===== src/rtl/acc_pkg.sv =====
package acc_pkg;

  // ************************************************************
  // widths and response codes
  // ************************************************************
  localparam int AXI_ADDR_W = 32;
  localparam int AXI_DATA_W = 32;
  localparam int AXI_STRB_W = 4;
  localparam int REG_ADDR_W = 8;
  localparam int DRP_ADDR_W = 10;
  localparam int DRP_DATA_W = 16;

  localparam logic [1:0] RESP_OKAY   = 2'h0;
  localparam logic [1:0] RESP_EXOKAY = 2'h1;
  localparam logic [1:0] RESP_SLVERR = 2'h2;
  localparam logic [1:0] RESP_DECERR = 2'h3;

  // ************************************************************
  // far register map pages
  // ************************************************************
  localparam logic [31:0] CFG_PAGE_BASE  = 32'h0000_0000;
  localparam logic [31:0] STAT_PAGE_BASE = 32'h0000_0200;
  localparam logic [31:0] PAGE_SIZE      = 32'h0000_0200;

  // ************************************************************
  // local register port map
  // ************************************************************
  localparam logic [7:0] REG_ADDR   = 8'h00;
  localparam logic [7:0] REG_WDATA  = 8'h04;
  localparam logic [7:0] REG_CTRL   = 8'h08;
  localparam logic [7:0] REG_STATUS = 8'h0c;
  localparam logic [7:0] REG_RDATA  = 8'h10;
  localparam logic [7:0] REG_SNAP   = 8'h14;

  localparam int CTRL_RD_BIT   = 0;
  localparam int CTRL_WR_BIT   = 1;
  localparam int CTRL_STRB_LSB = 4;

  localparam int STS_BUSY      = 0;
  localparam int STS_DONE      = 1;
  localparam int STS_RD_ERR    = 2;
  localparam int STS_WR_ERR    = 3;
  localparam int STS_LANE_MODE = 4;
  localparam int STS_SWITCHING = 5;
  localparam int STS_STAT_PAGE = 6;
  localparam int STS_ALIGNED   = 7;

  localparam logic [3:0] STRB_RESET = 4'hf;

  // ************************************************************
  // lane mode reconfiguration
  // ************************************************************
  localparam logic [9:0]  DRP_COMMON_ADDR  = 10'h000;
  localparam logic [9:0]  DRP_CHANNEL_ADDR = 10'h001;
  localparam logic [15:0] DRP_CAUI10_VAL   = 16'h0000;
  localparam logic [15:0] DRP_CAUI4_VAL    = 16'h0001;
  localparam int          CORE_RESET_CYCLES = 4;
  localparam int          MODE_MIN_HIGH     = 2;

  typedef enum logic {LANE_CAUI10, LANE_CAUI4} lane_mode_t;
  typedef enum logic [1:0] {ST_IDLE, ST_WRITE, ST_READ, ST_ACK} access_state_t;
  typedef enum logic [2:0] {SQ_IDLE, SQ_COMMON, SQ_CHANNEL, SQ_RESET, SQ_ALIGN} seq_state_t;

  typedef struct packed {
    logic        awvalid;
    logic [31:0] awaddr;
    logic        wvalid;
    logic [31:0] wdata;
    logic [3:0]  wstrb;
    logic        bready;
  } axi_wr_t;

  typedef struct packed {
    logic        arvalid;
    logic [31:0] araddr;
    logic        rready;
  } axi_rd_t;

  typedef struct packed {
    logic        en;
    logic        we;
    logic        sel_channel;
    logic [9:0]  addr;
    logic [15:0] di;
  } drp_req_t;

endpackage


===== src/rtl/mode_request_qualifier.sv =====
`timescale 1ns/1ps
`default_nettype none
module mode_request_qualifier
#(
  parameter int MIN_HIGH = acc_pkg::MODE_MIN_HIGH
)
(
  input  wire logic clock,
  input  wire logic reset,
  input  wire logic request_pin,
  output var  logic start_pulse
);
  localparam int CNT_W = $clog2(MIN_HIGH + 1);

  if (MIN_HIGH < 1)
  begin : g_check
    $error("MIN_HIGH must be at least one");
  end

  logic             meta_reg;
  logic             sync_reg;
  logic             prev_reg;
  logic [CNT_W-1:0] high_cnt_reg;

  wire qualified = high_cnt_reg == CNT_W'(MIN_HIGH);
  wire fell      = prev_reg && !sync_reg;

  always_ff @(posedge clock)
  begin
    if (reset)
    begin
      meta_reg     <= 1'b0;
      sync_reg     <= 1'b0;
      prev_reg     <= 1'b0;
      high_cnt_reg <= '0;
      start_pulse  <= 1'b0;
    end
    else
    begin
      meta_reg    <= request_pin;
      sync_reg    <= meta_reg;
      prev_reg    <= sync_reg;
      start_pulse <= fell && qualified; // [RULE1]
      if (!sync_reg)
        high_cnt_reg <= '0;
      else if (!qualified)
        high_cnt_reg <= high_cnt_reg + CNT_W'(1);
    end
  end
endmodule
`default_nettype wire


===== src/rtl/lane_mode_sequencer.sv =====
`timescale 1ns/1ps
`default_nettype none
module lane_mode_sequencer
#(
  parameter int RESET_CYCLES = acc_pkg::CORE_RESET_CYCLES
)
(
  input  wire logic                clock,
  input  wire logic                reset,
  input  wire logic                start,
  input  wire logic                aligned,
  input  wire logic                drp_rdy,
  output var  acc_pkg::drp_req_t   drp,
  output var  logic                hold_reset,
  output var  logic                core_reset,
  output var  acc_pkg::lane_mode_t lane_mode,
  output var  logic                busy
);
  localparam int CNT_W = $clog2(RESET_CYCLES + 1);

  if (RESET_CYCLES < 1)
  begin : g_check
    $error("RESET_CYCLES must be at least one");
  end

  acc_pkg::seq_state_t state_reg;
  logic [CNT_W-1:0]    cnt_reg;

  // the value written flips the lane mode each time
  wire [15:0] target_val = (lane_mode == acc_pkg::LANE_CAUI10) ?
                           acc_pkg::DRP_CAUI4_VAL : acc_pkg::DRP_CAUI10_VAL;

  always_ff @(posedge clock)
  begin
    if (reset)
    begin
      state_reg  <= acc_pkg::SQ_IDLE;
      cnt_reg    <= '0;
      drp        <= '0;
      hold_reset <= 1'b0;
      core_reset <= 1'b0;
      lane_mode  <= acc_pkg::LANE_CAUI10;
      busy       <= 1'b0;
    end
    else
    begin
      drp.en <= 1'b0;
      unique case (state_reg)
        acc_pkg::SQ_IDLE:
          if (start)
          begin
            hold_reset      <= 1'b1; // [RULE3]
            busy            <= 1'b1;
            drp.en          <= 1'b1; // [RULE2]
            drp.we          <= 1'b1;
            drp.sel_channel <= 1'b0;
            drp.addr        <= acc_pkg::DRP_COMMON_ADDR;
            drp.di          <= target_val;
            state_reg       <= acc_pkg::SQ_COMMON;
          end
        acc_pkg::SQ_COMMON:
          if (drp_rdy)
          begin
            drp.en          <= 1'b1; // [RULE2]
            drp.sel_channel <= 1'b1;
            drp.addr        <= acc_pkg::DRP_CHANNEL_ADDR;
            state_reg       <= acc_pkg::SQ_CHANNEL;
          end
        acc_pkg::SQ_CHANNEL:
          if (drp_rdy)
          begin
            hold_reset <= 1'b0; // [RULE3]
            lane_mode  <= (lane_mode == acc_pkg::LANE_CAUI10) ?
                          acc_pkg::LANE_CAUI4 : acc_pkg::LANE_CAUI10;
            core_reset <= 1'b1; // [RULE2]
            cnt_reg    <= CNT_W'(RESET_CYCLES - 1);
            state_reg  <= acc_pkg::SQ_RESET;
          end
        acc_pkg::SQ_RESET:
          if (cnt_reg == '0)
          begin
            core_reset <= 1'b0;
            state_reg  <= acc_pkg::SQ_ALIGN;
          end
          else
            cnt_reg <= cnt_reg - CNT_W'(1);
        acc_pkg::SQ_ALIGN:
          if (aligned) // [RULE3]
          begin
            busy      <= 1'b0;
            state_reg <= acc_pkg::SQ_IDLE;
          end
        default:
          state_reg <= acc_pkg::SQ_IDLE;
      endcase
    end
  end
endmodule
`default_nettype wire


===== src/rtl/axi_lite_user_register_access.sv =====
// Strobed register access and the register addresses were chosen for this implementation.
`timescale 1ns/1ps
`default_nettype none
// Functional notes
// [RULE1] operator holds mode switch high two or more cycles, then its fall starts
// [RULE2] qualified switch writes common then channel, toggles lane mode, resets core
// [RULE3] hold reset up, reconfig write, hold reset down, then wait alignment
// [RULE4] after reset idle; read request first, else write request, else stay
// [RULE5] write phase drives awvalid, awaddr, wvalid, wdata and wstrb
// [RULE6] write phase leaves for finish only when bvalid and bready both high
// [RULE7] write answered with slave error sets the write error flag
// [RULE8] read phase drives arvalid with araddr
// [RULE9] read phase leaves for finish only when rvalid and rready both high
// [RULE10] read answered with slave error sets the read error flag
// [RULE11] finish phase lasts one cycle, then back to idle
// [RULE12] one clock, active high reset sampled on that clock
// [RULE13] addresses and data 32 bits, 4-bit byte lane strobe
// [RULE14] responses are two bits: okay, exokay, slave error, decode error
// [RULE15] one-cycle snapshot pulse captures statistics and clears accumulators
// [RULE16] any configuration register can be written through the bus
// [RULE17] any status or statistics register can be read through the bus
// [RULE18] configuration page at zero, status and statistics page at 0x200
// [RULE19] unmapped addresses are reserved and may be answered with an error
// [RULE20] finish phase flags completion with read data; new request clears errors
module axi_lite_user_register_access
(
  input  wire logic               clock,
  input  wire logic               reset,
  input  wire logic [7:0]         reg_addr,
  input  wire logic [31:0]        reg_wdata,
  input  wire logic               reg_wr_strobe,
  input  wire logic               reg_rd_strobe,
  output var  logic [31:0]        reg_rdata,
  output var  acc_pkg::axi_wr_t   axi_wr,
  input  wire logic               axi_awready,
  input  wire logic               axi_wready,
  input  wire logic               axi_bvalid,
  input  wire logic [1:0]         axi_bresp,
  output var  acc_pkg::axi_rd_t   axi_rd,
  input  wire logic               axi_arready,
  input  wire logic               axi_rvalid,
  input  wire logic [31:0]        axi_rdata,
  input  wire logic [1:0]         axi_rresp,
  output var  logic               stats_snapshot_pulse,
  output var  logic               bus_sync_reset_in,
  input  wire logic               mode_switch_req,
  input  wire logic               rx_aligned,
  output var  acc_pkg::drp_req_t  drp,
  input  wire logic               drp_rdy,
  output var  logic               drp_hold_reset,
  output var  logic               core_reset,
  output var  acc_pkg::lane_mode_t lane_mode
);

  // ************************************************************
  // pin synchronisers
  // ************************************************************
  logic aligned_meta_reg;
  logic aligned_reg;

  always_ff @(posedge clock)
  begin
    if (reset)
    begin
      aligned_meta_reg <= 1'b0;
      aligned_reg      <= 1'b0;
    end
    else
    begin
      aligned_meta_reg <= rx_aligned;
      aligned_reg      <= aligned_meta_reg;
    end
  end

  // ************************************************************
  // lane mode switch
  // ************************************************************
  logic switch_start;
  logic switch_busy;

  mode_request_qualifier #(
    .MIN_HIGH (acc_pkg::MODE_MIN_HIGH)
  ) u_qualifier (
    .clock       (clock),
    .reset       (reset),
    .request_pin (mode_switch_req),
    .start_pulse (switch_start)
  );

  lane_mode_sequencer #(
    .RESET_CYCLES (acc_pkg::CORE_RESET_CYCLES)
  ) u_sequencer (
    .clock      (clock),
    .reset      (reset),
    .start      (switch_start),
    .aligned    (aligned_reg),
    .drp_rdy    (drp_rdy),
    .drp        (drp),
    .hold_reset (drp_hold_reset),
    .core_reset (core_reset),
    .lane_mode  (lane_mode),
    .busy       (switch_busy)
  );

  // ************************************************************
  // register port decode
  // ************************************************************
  logic [31:0]            addr_reg;
  logic [31:0]            wdata_reg;
  logic [3:0]             strb_reg;
  logic [31:0]            rdata_cap_reg;
  logic                   rd_req_reg;
  logic                   wr_req_reg;
  logic                   done_reg;
  logic                   rd_err_reg;
  logic                   wr_err_reg;
  acc_pkg::access_state_t state_reg;
  acc_pkg::access_state_t state_next;

  wire sel_addr   = reg_addr == acc_pkg::REG_ADDR;
  wire sel_wdata  = reg_addr == acc_pkg::REG_WDATA;
  wire sel_ctrl   = reg_addr == acc_pkg::REG_CTRL;
  wire sel_status = reg_addr == acc_pkg::REG_STATUS;
  wire sel_rdata  = reg_addr == acc_pkg::REG_RDATA;
  wire wr_addr    = reg_wr_strobe && sel_addr;
  wire wr_wdata   = reg_wr_strobe && sel_wdata;
  wire wr_ctrl    = reg_wr_strobe && sel_ctrl;
  wire wr_snap    = reg_wr_strobe && (reg_addr == acc_pkg::REG_SNAP);
  wire set_rd     = wr_ctrl && reg_wdata[acc_pkg::CTRL_RD_BIT];
  wire set_wr     = wr_ctrl && reg_wdata[acc_pkg::CTRL_WR_BIT];

  // informational only: the far side decides what is reserved
  wire in_stat_page = (addr_reg >= acc_pkg::STAT_PAGE_BASE) &&
                      (addr_reg <  acc_pkg::STAT_PAGE_BASE + acc_pkg::PAGE_SIZE); // [RULE18]

  wire busy = (state_reg != acc_pkg::ST_IDLE) || rd_req_reg || wr_req_reg;

  wire [31:0] status_word = {24'h00_0000,
                             aligned_reg,
                             in_stat_page,
                             switch_busy,
                             lane_mode == acc_pkg::LANE_CAUI4,
                             wr_err_reg,
                             rd_err_reg,
                             done_reg,
                             busy};

  wire [31:0] ctrl_word = {24'h00_0000, strb_reg, 4'h0};

  wire [31:0] read_mux = sel_addr   ? addr_reg      :
                         sel_wdata  ? wdata_reg     :
                         sel_ctrl   ? ctrl_word     :
                         sel_status ? status_word   :
                         sel_rdata  ? rdata_cap_reg : 32'h0000_0000;

  // ************************************************************
  // access state machine
  // ************************************************************
  wire idle      = state_reg == acc_pkg::ST_IDLE;
  wire accept_rd = idle && rd_req_reg; // [RULE4]
  wire accept_wr = idle && !rd_req_reg && wr_req_reg;
  wire accept    = accept_rd || accept_wr;
  wire aw_fire   = axi_wr.awvalid && axi_awready;
  wire w_fire    = axi_wr.wvalid && axi_wready;
  wire ar_fire   = axi_rd.arvalid && axi_arready;
  wire b_fire    = (state_reg == acc_pkg::ST_WRITE) && axi_bvalid && axi_wr.bready;
  wire r_fire    = (state_reg == acc_pkg::ST_READ) && axi_rvalid && axi_rd.rready;

  always_comb
  begin
    state_next = state_reg;
    unique case (state_reg)
      acc_pkg::ST_IDLE:
        if (rd_req_reg)
          state_next = acc_pkg::ST_READ; // [RULE4]
        else if (wr_req_reg)
          state_next = acc_pkg::ST_WRITE;
      acc_pkg::ST_WRITE:
        if (b_fire)
          state_next = acc_pkg::ST_ACK; // [RULE6]
      acc_pkg::ST_READ:
        if (r_fire)
          state_next = acc_pkg::ST_ACK; // [RULE9]
      acc_pkg::ST_ACK:
        state_next = acc_pkg::ST_IDLE; // [RULE11]
    endcase
  end

  // ************************************************************
  // request and user registers
  // ************************************************************
  always_ff @(posedge clock)
  begin
    if (reset) // [RULE12]
    begin
      state_reg  <= acc_pkg::ST_IDLE;
      addr_reg   <= acc_pkg::CFG_PAGE_BASE;
      wdata_reg  <= 32'h0000_0000;
      strb_reg   <= acc_pkg::STRB_RESET;
      rd_req_reg <= 1'b0;
      wr_req_reg <= 1'b0;
    end
    else
    begin
      state_reg <= state_next;
      if (wr_addr)
        addr_reg <= reg_wdata;
      if (wr_wdata)
        wdata_reg <= reg_wdata;
      if (wr_ctrl)
        strb_reg <= reg_wdata[acc_pkg::CTRL_STRB_LSB +: 4];
      // a new request in the accepting cycle survives
      rd_req_reg <= set_rd || (rd_req_reg && !accept_rd);
      wr_req_reg <= set_wr || (wr_req_reg && !accept_wr);
    end
  end

  // ************************************************************
  // bus master outputs
  // ************************************************************
  always_ff @(posedge clock)
  begin
    if (reset)
    begin
      axi_wr <= '0;
      axi_rd <= '0;
    end
    else
    begin
      if (accept_wr)
      begin
        axi_wr.awvalid <= 1'b1; // [RULE5]
        axi_wr.awaddr  <= addr_reg; // [RULE16]
        axi_wr.wvalid  <= 1'b1;
        axi_wr.wdata   <= wdata_reg;
        axi_wr.wstrb   <= strb_reg; // [RULE13]
        axi_wr.bready  <= 1'b1;
      end
      else
      begin
        if (aw_fire)
          axi_wr.awvalid <= 1'b0;
        if (w_fire)
          axi_wr.wvalid <= 1'b0;
        if (b_fire)
          axi_wr.bready <= 1'b0;
      end
      if (accept_rd)
      begin
        axi_rd.arvalid <= 1'b1; // [RULE8]
        axi_rd.araddr  <= addr_reg; // [RULE17]
        axi_rd.rready  <= 1'b1;
      end
      else
      begin
        if (ar_fire)
          axi_rd.arvalid <= 1'b0;
        if (r_fire)
          axi_rd.rready <= 1'b0;
      end
    end
  end

  // ************************************************************
  // completion and error flags
  // ************************************************************
  always_ff @(posedge clock)
  begin
    if (reset)
    begin
      rdata_cap_reg <= 32'h0000_0000;
      done_reg      <= 1'b0;
      rd_err_reg    <= 1'b0;
      wr_err_reg    <= 1'b0;
    end
    else
    begin
      if (accept)
      begin
        done_reg   <= 1'b0; // [RULE20]
        rd_err_reg <= 1'b0;
        wr_err_reg <= 1'b0;
      end
      if (state_reg == acc_pkg::ST_ACK)
        done_reg <= 1'b1; // [RULE20]
      if (r_fire)
      begin
        rdata_cap_reg <= axi_rdata;
        rd_err_reg    <= axi_rresp == acc_pkg::RESP_SLVERR; // [RULE10] [RULE14] [RULE19]
      end
      if (b_fire)
        wr_err_reg <= axi_bresp == acc_pkg::RESP_SLVERR; // [RULE7] [RULE14] [RULE19]
    end
  end

  // ************************************************************
  // register read port, snapshot and far reset
  // ************************************************************
  always_ff @(posedge clock)
  begin
    if (reset)
    begin
      reg_rdata            <= 32'h0000_0000;
      stats_snapshot_pulse <= 1'b0;
      bus_sync_reset_in    <= 1'b1;
    end
    else
    begin
      reg_rdata            <= reg_rd_strobe ? read_mux : 32'h0000_0000;
      stats_snapshot_pulse <= wr_snap; // [RULE15]
      // the core reset also restarts the register slave
      bus_sync_reset_in    <= core_reset; // [RULE2]
    end
  end
endmodule
`default_nettype wire


===== config.mk =====
export PLATFORM = sky130hd
export DESIGN_NAME = axi_lite_user_register_access
export DESIGN_NICKNAME = d
export VERILOG_FILES = /design/src/rtl/acc_pkg.sv /design/src/rtl/mode_request_qualifier.sv /design/src/rtl/lane_mode_sequencer.sv /design/src/rtl/axi_lite_user_register_access.sv
export SDC_FILE = /design/constraint.sdc
export NUM_CORES = 1
export LEC_CHECK = 0
export BUFFER_PORTS_ARGS = -buffer_cell sky130_fd_sc_hd__buf_2
export CAP_MARGIN = 20
export CORE_ASPECT_RATIO = 0.5
export CORE_MARGIN = 4
export CORE_UTILIZATION = 45
export DETAILED_ROUTE_END_ITERATION = 8
export GPL_TIMING_DRIVEN = 0
export PLACE_DENSITY_LB_ADDON = 0.12
export SKIP_LAST_GASP = 1
export SYNTH_ARGS = -nofsm -noshare
export SYNTH_HDL_FRONTEND = slang
export SYNTH_SLANG_ARGS = --single-unit

===== constraint.sdc =====
create_clock -name clock -period 1.65 [get_ports clock]
set_input_delay 0.165 -clock clock [delete_from_list [all_inputs] [get_ports clock]]
set_output_delay 0.165 -clock clock [all_outputs]
set_load 0.005 [all_outputs]

==> flow_metrics.py <==
metrics = {
    "min_path": {
        "hold_class": "input pin to flop",
        "whs_endpoint": "axi_wr[0]$_SDFFE_PP0P_",
        "hold_depth": 4,
        "worst_hold_startpoint": "axi_bvalid",
    },
    "drt": {
        "vias": 9538,
        "avgRoutedWirePerCell_um": 18.5,
        "wl_um": 34200,
        "drt_pass1_iterations": 5,
        "vias_per_cell": 5.14,
        "drc_errors": 0,
        "drt.antenna.violating_nets": 0,
        "drt_iter0_drc": 749,
    },
    "cells_and_area": {
        "final_cell_mix": "nand2_1 (340), dfxtp_1 (263), buf_2 (246)",
        "top_regs": "axi_wr x71, axi_rd x34",
        "post-route-util_pct": 61.8,
        "final_common_cell": "nand2_1",
        "regMostFlops": "axi_wr",
        "fillers": 2013,
        "drive_gt1_share_pct": 24.3,
        "final_nets": 1632,
        "area_growth_pct": 33.9,
        "largest_reg_flops": 71,
    },
    "global_routing": {
        "grt_max_degree": 15,
        "grt_first_pass_wirelength_um": 51800,
        "grt_pass1_vias": 9154,
        "grt_overflow": 0,
        "antenna_found_initial": 1,
        "grt_use_total_pct": 26.4,
    },
    "flow_run": {
        "maxCapViolCount": 0,
    },
    "synth": {
        "syn_avg_cell_area_um2": 8.54,
        "synth_top_area_share_pct": 53.1,
        "syn_inst": 1183,
        "synthTopCellsByArea": "dfxtp_1 (53%), nand2_1 (13%), a21oi_1 (9.2%)",
        "syn_area_um2": 10100,
        "async_flop_share_pct": 0,
        "synth_edf_count": 0,
        "ys.flop_type": "dfxtp_1",
        "yosysUniqueCellTypes": 49,
        "ys_ff_latch": 268,
        "seq_area_frac_synth_pct": 53.1,
        "yosysWarnings": 0,
        "yosys.area.top_type": "dfxtp_1",
    },
    "cts": {
        "clock_path_buffers": 3,
        "clkLatencyLatePin_ns": 0.52,
        "clkTransAtPathRegs_ns": 0.06,
        "cts_tree": "done",
        "cts.htree.levels": 1,
        "cts-root-buf": "clkbuf_16",
        "clkSinkCount": 268,
        "cts-buffers-inserted": 25,
    },
    "run_status": {
        "outcome": "complete, no violations",
    },
    "placement": {
        "place_hpwl_um": 25200,
        "gp_congestion": 0.936,
        "post-place-ws_ns": -0.595,
        "port_buffers": 231,
    },
    "timing": {
        "tightest_slew_ns": 0.838,
        "rsz0062_at_grt": "true",
        "fmax_ghz": 0.618,
        "period_share_pct": 98.1,
        "max_slew_margin_pct": 43.7,
        "setup_viol": 0,
        "finalCriticalPeriod_ns": 1.62,
        "hold_viol": 0,
        "finalClockSkew_ns": 0.0131,
        "setup_ws_ns": 0.0313,
        "slew_violations": 0,
    },
    "floorplanning": {
        "die-area_um2": 25100,
        "start_util_pct": 46.2,
        "coreArea_um2": 21900,
        "rows": 38,
        "dieWidth_um": 220,
        "die_h_um": 114,
        "io_pins": 259,
    },
    "critical_path": {
        "startpoint": "addr_reg[30]$_SDFFE_PP0P_",
        "cp_num_buf_inv": 0,
        "r2r_slack_ns": 0.03,
        "end_kind": "flop",
        "worstPathArrival_ns": 2.05,
        "r2r_start": "addr_reg[30]$_SDFFE_PP0P_",
        "path_class": "flop to flop",
        "r2r_cells": 4,
        "required_ns": 2.08,
        "worst_setup_path_start_kind": "flop",
        "cp_slowest_cell": "or4b_1",
        "path_delay_family": "simple AND/OR/NAND/NOR gates",
        "r2r-end": "reg_rdata[6]$_SDFF_PP0_",
        "critical_path_depth": 4,
        "cpPeakStageDelay_ns": 0.49,
        "critPathMaxFanout": 5,
        "crit_chain": "nor4_4, nand4_1, or4b_1, o211ai_1",
    },
    "power": {
        "power.density_nw_per_um2": 1010,
        "ir_worst_vdd_uv": 595,
        "p_leak_uw": 0.00575,
    },
}
[synth_stat cells (all sizes together) (4+ instances only)]
cell     instances
nand2          341
dfxtp          268
a21oi          185
nor2            70
clkbuf          61
mux2i           58
buf             46
o2bb2ai         24
nand2b          12
inv             11
nor3            11
nand3            9
ha               7
nor2b            7
nand4            6
nand3b           5
nor4             5
a211oi           4
a22oi            4
nor4b            4
o21ai            4
[worst max path at each step]
stage / to / slack, ns
final: reg_rdata[6]$_SDFF_PP0_ / 0.03
after global routing: state_reg[1]$_SDFFE_PP0P_ / -0.05
after CTS: axi_wr[54]$_SDFFE_PP0P_ / -0.03
after detailed placement: axi_wr[11]$_SDFFE_PP0P_ / -0.59
after global placement: axi_wr[11]$_SDFFE_PP0P_ / -0.56
after floorplan: rd_err_reg$_SDFFE_PP0P_ / 0.005
[worst reg2reg max path: stages, from the launching register on]
cell      delay, ns
dfxtp_1        0.39
nor4_4         0.32
nand4_1        0.21
or4b_1         0.49
o211ai_1       0.12
[where the power goes]
part	total [uW]	switching (uW)	internal [uW]
Sequential	6630	78.1	6550
Clock	5690	2450	3230
Combinational	1380	746	633
[logic make-up after synthesis]
logic type / count (synthesis) / share of synthesized area [%]
flops: 268 / 53.1
buf+inv: 118 / 5.51
compound gates: 238 / 13.5
mux: 63 / 6.53
xor+xnor: 3 / 0.260
simple gates: 485 / 20.2
other cells: 1 / 0.0371
fa+ha+maj: 7 / 0.867
[routing by layer]
layer	global-route usage (%)	part of all wire [%]	up-vias
met1	37.0	46	4550
li1	-	-	4626
met3	5.19	7.2	55
met5	0	0	-
met2	42.4	45	307
met4	6.40	2.3	0
[metrics by stage]
| stage | setup TNS, ns | hold WS (ns) | std cells | instance area, um^2 | total power, uW |
|---|---|---|---|---|---|
| global placement | -64.82 | 0.374 | 1737 | 11700 | 7710 |
| detailed placement | -76.59 | 0.382 | 1737 | 11700 | 7760 |
| CTS | -0.119 | 0.00544 | 1850 | 13400 | 13600 |
| global route | -0.153 | 0.0242 | 1854 | 13500 | 14100 |
| finish | 0 | 0.00811 | 1854 | 13500 | 13700 |
| floorplan | 0 | 0.292 | 1206 | 10200 | 7390 |
[final cells by class]
type / instances / area [um^2] / share of cell area [%]
Multi-Input combinational cell: 820 / 4440 / 32.9
Antenna cell: 1 / 2.50 / 0.0185
Sequential cell: 268 / 5370 / 39.7
Timing Repair Buffer: 309 / 1920 / 14.2
Tap cell: 300 / 375 / 2.78
Clock inverter: 3 / 51.3 / 0.379
Buffer: 102 / 568 / 4.20
Inverter: 11 / 41.3 / 0.305
Clock buffer: 40 / 742 / 5.49
[what timing repair did]
action                                  in CTS  in global routing
hold buffers                                73                  0
pin swaps                                    6                  3
endpoints found under the setup margin     144                133
hold endpoints to repair                   108                  0
setup buffers                                1                  4
gates resized for setup                     59                 35
Note: power is estimated with default switching activity, not from simulation.
